**src/include/pin_mux_pkg.sv**
```systemverilog
package pin_mux_pkg;

    // --------------------------------------------------------------
    // mac interface and led modes
    // --------------------------------------------------------------
    typedef enum logic [1:0]
    {
        MAC_MII = 2'h0,
        MAC_RMII = 2'h1,
        MAC_RGMII = 2'h2
    } mac_mode_e;

    typedef enum logic [1:0]
    {
        FN_DEFAULT = 2'h0,
        FN_LED = 2'h1,
        FN_GPIO = 2'h2
    } pin_fn_e;

    typedef enum logic [1:0]
    {
        SIG_AUTO = 2'h0,
        SIG_10TE = 2'h1,
        SIG_100TX = 2'h2,
        SIG_100FX = 2'h3
    } sig_mode_e;

    localparam logic LED_MODE_ONE = 1'h0;
    localparam logic LED_MODE_TWO = 1'h1;
    localparam logic SPEED_100 = 1'h1;

    // --------------------------------------------------------------
    // per-pin settings and drive
    // --------------------------------------------------------------
    typedef struct packed
    {
        pin_fn_e fn;
        logic gpio_out;
        logic gpio_oe;
    } pin_cfg_s;

    typedef struct packed
    {
        logic o;
        logic oe;
    } pin_drv_s;

    localparam pin_cfg_s PIN_CFG_RESET = '{FN_DEFAULT, 1'h0, 1'h0};
    localparam pin_drv_s PIN_DRV_RESET = '{1'h0, 1'h0};

endpackage : pin_mux_pkg

```
**src/hw/led_gpio_pin_function_mux.sv**
```systemverilog
`timescale 1ns/100ps
module led_gpio_pin_function_mux
    import pin_mux_pkg::*;
(
    // clock and reset
    input wire logic clock,
    input wire logic rst,
    // mode and configuration
    input mac_mode_e mac_mode,
    input wire logic led_mode,
    input pin_cfg_s speed_cfg,
    input pin_cfg_s col_cfg,
    input pin_cfg_s rxd3_cfg,
    input sig_mode_e sig_force,
    // link status
    input wire logic link_speed,
    input wire logic link_full_duplex,
    input wire logic link_activity,
    input sig_mode_e sig_detected,
    // data path from the mac side of the phy
    input wire logic collision,
    input wire logic rx_data_bit3,
    // speed_indicator_pin / general_purpose_pin_one
    input wire logic speed_indicator_pin_i,
    output logic speed_indicator_pin_o,
    output logic speed_indicator_pin_oe,
    // collision pin / general_purpose_pin_two
    input wire logic general_purpose_pin_two_i,
    output logic general_purpose_pin_two_o,
    output logic general_purpose_pin_two_oe,
    // receive_data_bit_three / general_purpose_pin_three
    input wire logic general_purpose_pin_three_i,
    output logic receive_data_bit_three_o,
    output logic receive_data_bit_three_oe,
    // status
    output logic [2:0] gpio_in_r,
    output sig_mode_e sig_active_r
);

    // --------------------------------------------------------------
    // shared drive decode
    // --------------------------------------------------------------
    function automatic pin_drv_s gpio_drive(input pin_cfg_s cfg);
        pin_drv_s d;
        d.o = cfg.gpio_out & cfg.gpio_oe;
        d.oe = cfg.gpio_oe;
        return d;
    endfunction : gpio_drive

    pin_drv_s spd_nxt;
    pin_drv_s col_nxt;
    pin_drv_s rxd_nxt;
    pin_drv_s spd_r;
    pin_drv_s col_r;
    pin_drv_s rxd_r;
    logic spd_sync_r;
    logic col_sync_r;
    logic rxd_sync_r;
    logic led_allowed_rxd;

    // --------------------------------------------------------------
    // speed pin
    // --------------------------------------------------------------
    always_comb
    begin
        spd_nxt = PIN_DRV_RESET;
        unique case (speed_cfg.fn)
            FN_GPIO:
                spd_nxt = gpio_drive(speed_cfg);
            FN_LED:
                spd_nxt = '{link_speed == SPEED_100, 1'h1};
            default:
                if (led_mode == LED_MODE_TWO)
                    spd_nxt = '{link_speed == SPEED_100, 1'h1};
                else
                    spd_nxt = PIN_DRV_RESET;
        endcase
    end

    // --------------------------------------------------------------
    // collision pin
    // --------------------------------------------------------------
    always_comb
    begin
        col_nxt = '{collision, 1'h1};
        unique case (col_cfg.fn)
            FN_GPIO:
                col_nxt = gpio_drive(col_cfg);
            FN_LED:
                if (mac_mode == MAC_MII)
                    col_nxt = '{link_full_duplex, 1'h1};
                else
                    col_nxt = '{link_activity, 1'h1};
            default:
                col_nxt = '{collision, 1'h1};
        endcase
    end

    // --------------------------------------------------------------
    // receive data bit three
    // --------------------------------------------------------------
    assign led_allowed_rxd = (mac_mode == MAC_RMII);

    always_comb
    begin
        rxd_nxt = '{rx_data_bit3, 1'h1};
        unique case (rxd3_cfg.fn)
            FN_GPIO:
                rxd_nxt = gpio_drive(rxd3_cfg);
            FN_LED:
                if (led_allowed_rxd)
                    rxd_nxt = '{link_activity, 1'h1};
                else
                    rxd_nxt = '{rx_data_bit3, 1'h1};
            default:
                rxd_nxt = '{rx_data_bit3, 1'h1};
        endcase
    end

    pin_drive_reg u_spd
    (
        .clock(clock),
        .rst(rst),
        .drv_nxt(spd_nxt),
        .drv_r(spd_r),
        .pin_i(speed_indicator_pin_i),
        .pin_sync_r(spd_sync_r)
    );

    pin_drive_reg u_col
    (
        .clock(clock),
        .rst(rst),
        .drv_nxt(col_nxt),
        .drv_r(col_r),
        .pin_i(general_purpose_pin_two_i),
        .pin_sync_r(col_sync_r)
    );

    pin_drive_reg u_rxd
    (
        .clock(clock),
        .rst(rst),
        .drv_nxt(rxd_nxt),
        .drv_r(rxd_r),
        .pin_i(general_purpose_pin_three_i),
        .pin_sync_r(rxd_sync_r)
    );

    assign speed_indicator_pin_o = spd_r.o;
    assign speed_indicator_pin_oe = spd_r.oe;
    assign general_purpose_pin_two_o = col_r.o;
    assign general_purpose_pin_two_oe = col_r.oe;
    assign receive_data_bit_three_o = rxd_r.o;
    assign receive_data_bit_three_oe = rxd_r.oe;

    // --------------------------------------------------------------
    // status: gpio inputs and active signalling
    // --------------------------------------------------------------
    always_ff @(posedge clock)
    begin
        if (rst)
            gpio_in_r <= 3'h0;
        else
            gpio_in_r <= {rxd_sync_r, col_sync_r, spd_sync_r};
    end

    always_ff @(posedge clock)
    begin
        if (rst)
            sig_active_r <= SIG_AUTO;
        else if (sig_force != SIG_AUTO)
            sig_active_r <= sig_force;
        else
            sig_active_r <= sig_detected;
    end
endmodule : led_gpio_pin_function_mux

```
**src/hw/pin_drive_reg.sv**
```systemverilog
`timescale 1ns/100ps
// registered driver for one pin, plus two-flop input synchroniser
module pin_drive_reg
    import pin_mux_pkg::*;
(
    // clock and reset
    input wire logic clock,
    input wire logic rst,
    // drive request
    input pin_drv_s drv_nxt,
    output pin_drv_s drv_r,
    // pin input
    input wire logic pin_i,
    output logic pin_sync_r
);

    logic meta_r;

    always_ff @(posedge clock)
    begin
        if (rst)
            drv_r <= PIN_DRV_RESET;
        else
            drv_r <= drv_nxt;
    end

    always_ff @(posedge clock)
    begin
        if (rst)
        begin
            meta_r <= 1'h0;
            pin_sync_r <= 1'h0;
        end
        else
        begin
            meta_r <= pin_i;
            pin_sync_r <= meta_r;
        end
    end

endmodule : pin_drive_reg

```
**config.mk**
```make
export PLATFORM = sky130hd
export DESIGN_NAME = led_gpio_pin_function_mux
export DESIGN_NICKNAME = d
export VERILOG_FILES = /design/src/include/pin_mux_pkg.sv /design/src/hw/led_gpio_pin_function_mux.sv /design/src/hw/pin_drive_reg.sv
export SDC_FILE = /design/constraint.sdc
export NUM_CORES = 1
export LEC_CHECK = 0
export ABC_AREA = 1
export BUFFER_PORTS_ARGS = -buffer_cell sky130_fd_sc_hd__buf_4
export CORE_UTILIZATION = 25
export CTS_CLUSTER_DIAMETER = 80
export DETAILED_ROUTE_END_ITERATION = 7
export GPL_ROUTABILITY_DRIVEN = 0
export SLEW_MARGIN = 30
export SYNTH_ARGS = -nofsm -noshare
export SYNTH_HDL_FRONTEND = slang
export SYNTH_SLANG_ARGS = --single-unit
```
**constraint.sdc**
```tcl
create_clock -name clock -period 1.28 [get_ports clock]
set_input_delay 0.256 -clock clock [delete_from_list [all_inputs] [get_ports clock]]
set_output_delay 0.256 -clock clock [all_outputs]
set_load 0.03 [all_outputs]
```
==> flow_summary.json <==
{
  "worstPathMaxFanout": 1,
  "max_cap_violations": 0,
  "path_delay_family": "flip-flops",
  "synthTopCellsByArea": "dfxtp_1, inv_1, ha_1",
  "first_iter_violations": 4,
  "hold_end": "u_spd.meta_r",
  "drtAntennaViolNets": 0,
  "syn_to_final_growth_pct": 45.7,
  "cts_tree": "done",
  "crit_slowest_cell": "dfxtp_1",
  "synth_cell_types": 12,
  "dp_hpwl_microns": 1150,
  "finalSetupViolCount": 0,
  "coreArea_sq_mm": 0.00278,
  "first_pass_iters": 3,
  "synth_nets": 131,
  "r2r-end": "u_col.pin_sync_r",
  "cts_max_level": 1,
  "wl_microns": 1350,
  "yosys.area_share.simple_pct": 15.9,
  "hold_viol": 0,
  "grt_pass1_wl_microns": 2370,
  "grt_usage_pct": 9.62,
  "yosys.area.top_type": "dfxtp_1",
  "r2r_cells": 2,
  "synth_commonest_cells": "inv_1, dfxtp_1, nand2_1",
  "synth_fa_ha_area_share_pct": 10.1,
  "grt_overflow": 0,
  "cts_max_path_buffers": 2,
  "drive_gt1_share_pct": 34.3,
  "fin_worst_skew_ps": 0.463,
  "netlist.area_leader.share_pct": 45.9,
  "ys_ff_latch": 17,
  "worstPathRequired_ps": 1020,
  "grt_max_degree": 17,
  "clock_sinks": 17,
  "ios": 40,
  "cp_cell_sequence": "buf_4",
  "yosysWarnings": 0,
  "fin_cells": 168,
  "via_per_inst": 4.15,
  "hold_path_depth": 3,
  "slew_headroom_pct": 86.1,
  "r2r_start": "u_col.meta_r",
  "startpoint_type": "register",
  "io_buffers": 39,
  "die_y_microns": 56.5,
  "dp_cells": 164,
  "numCtsBuffers": 3,
  "synth_compound_area_share_pct": 11.0,
  "postSynth.asyncResetShare_pct": 0,
  "hold_class": "in2reg",
  "synth_most_common_cell": "inv_1",
  "grt_setup_unrepaired": "false",
  "nFillCells": 283,
  "clock.fmax_mhz": 979,
  "synth_seq_area_share_pct": 45.9,
  "post_drt_wl_per_cell_microns": 8.02,
  "die_width_microns": 56.5,
  "initial_utilization_pct": 26.7,
  "peakVddDrop_mv": 0.591,
  "synth_area_sq_um": 742,
  "slowest_delay_ps": 330,
  "ys.flop_type": "dfxtp_1",
  "antenna_found_initial": 0,
  "clk_latency_ps": 290,
  "synthCells": 96,
  "clockRootBuffer": "clkbuf_4",
  "drc_errors": 0,
  "grt_pass1_vias": 633,
  "p_leak_nw": 0.603,
  "worst_pin_slew_ps": 206,
  "vias": 698,
  "cts_resized": 0,
  "min_period_ps": 1020,
  "crit_buf_inv": 1,
  "antennaDiodeCount": 0,
  "min_period_over_period_pct": 79.8,
  "synth_top_family_by_area": "buffers and inverters",
  "hold_start": "speed_indicator_pin_i",
  "status": "completed",
  "nNetsFinal": 173,
  "cts_setup_buffers": 0,
  "rows": 19,
  "end_kind": "output port",
  "hold-worst-slack_ps": 159,
  "rrSetupSlack_ps": 790,
  "syn_area_per_cell_sq_um": 7.73,
  "synth.area.mux_share_pct": 0,
  "drv_slew": 0,
  "tns_ps": 0,
  "crit_type": "reg2out",
  "arrival_ps": 770,
  "powerDensity_mw_per_mm2": 1020,
  "cts_hold_repair.buffers": 0,
  "synth_edf_count": 0,
  "cts.clk_slew.worst_paths_ps": 110,
  "die-area_sq_mm": 0.00319,
  "synthXorXnorAreaFrac_pct": 0
}
-- worst min-delay path, stage by stage --
cell and delay, ps:
buf_4 80, inv_1 30, nor2_1 60
-- cell type report --
cell class                 instances  area, sq um  area share [%]
sequential                        17          340            31.5
multi-input combinational         49          274            25.3
inverter                          28          105            9.72
clock buffer                       3         22.5            2.08
timing repair buffer              39          293            27.1
clock inverter                     1         7.51           0.694
tap                               31         38.8            3.59
-- cell usage in the layout, fill, tap and decap left out --
cell        instances
nor2_1             10
clkbuf_4            3
o21ai_1             1
clkinvlp_4          1
o21ai_0             3
a21oi_1             7
buf_4              39
ha_1                6
a21oi_2             3
nand3_1             7
inv_1              27
dfxtp_1            17
nand2_1            12
inv_2               1
-- sequential cells by signal (all words and copies together) (netlist names) --
| name | count |
|---|---|
| gpio_in_r | 3 |
| sig_active_r | 2 |
| u_col.drv_r | 2 |
| u_rxd.drv_r | 2 |
| u_spd.drv_r | 2 |
| u_col.meta_r | 1 |
| u_col.pin_sync_r | 1 |
| u_rxd.meta_r | 1 |
| u_rxd.pin_sync_r | 1 |
| u_spd.meta_r | 1 |
| u_spd.pin_sync_r | 1 |
-- metrics by stage --
stage          total power, mW  area, sq um  util [%]  setup WS, ps
6_report                  1.10         1080      38.9           259
4_1_cts                   1.12         1080      38.9           233
2_1_floorplan            0.711          742         -           370
3_5_place_dp             0.827         1050      37.8           216
3_3_place_gp             0.820         1050      37.8           251
5_1_grt                   1.18         1080      38.9           200
-- cell families (layout without fill, tap and decap cells) --
logic type	count (synthesis)	in the layout
AOI/OAI and AO/OA	14	14
adders and majority gates	6	6
buffers and inverters	30	71
DFF	17	17
and+or+nand+nor	29	29
-- routing by layer --
metal,track usage [%],part of all wire [%],vias to the layer above
met1,8.92,39,304
met5,0,0,-
li1,-,-,367
met2,17.6,53,25
met3,3.23,7.3,2
met4,6.27,0.59,0
-- power breakdown --
group	internal, mW	total [mW]	switching [mW]	leakage, nW
clock	0.119	0.291	0.172	0.0139
combinational	0.117	0.244	0.127	0.448
sequential	0.560	0.568	0.00760	0.141
-- worst max path at each step --
stage	start	to	slack [ps]	cells past startpoint
after global routing	u_col.drv_r[1]	general_purpose_pin_two_o	200	1
after CTS	u_col.drv_r[1]	general_purpose_pin_two_o	230	1
final	u_col.drv_r[1]	general_purpose_pin_two_o	260	1
after global placement	rxd3_cfg[2]	u_rxd.drv_r[1]	250	6
after floorplan	col_cfg[2]	u_col.drv_r[1]	370	5
after detailed placement	rxd3_cfg[2]	u_rxd.drv_r[1]	220	6
(Power assumes the default switching activity.)
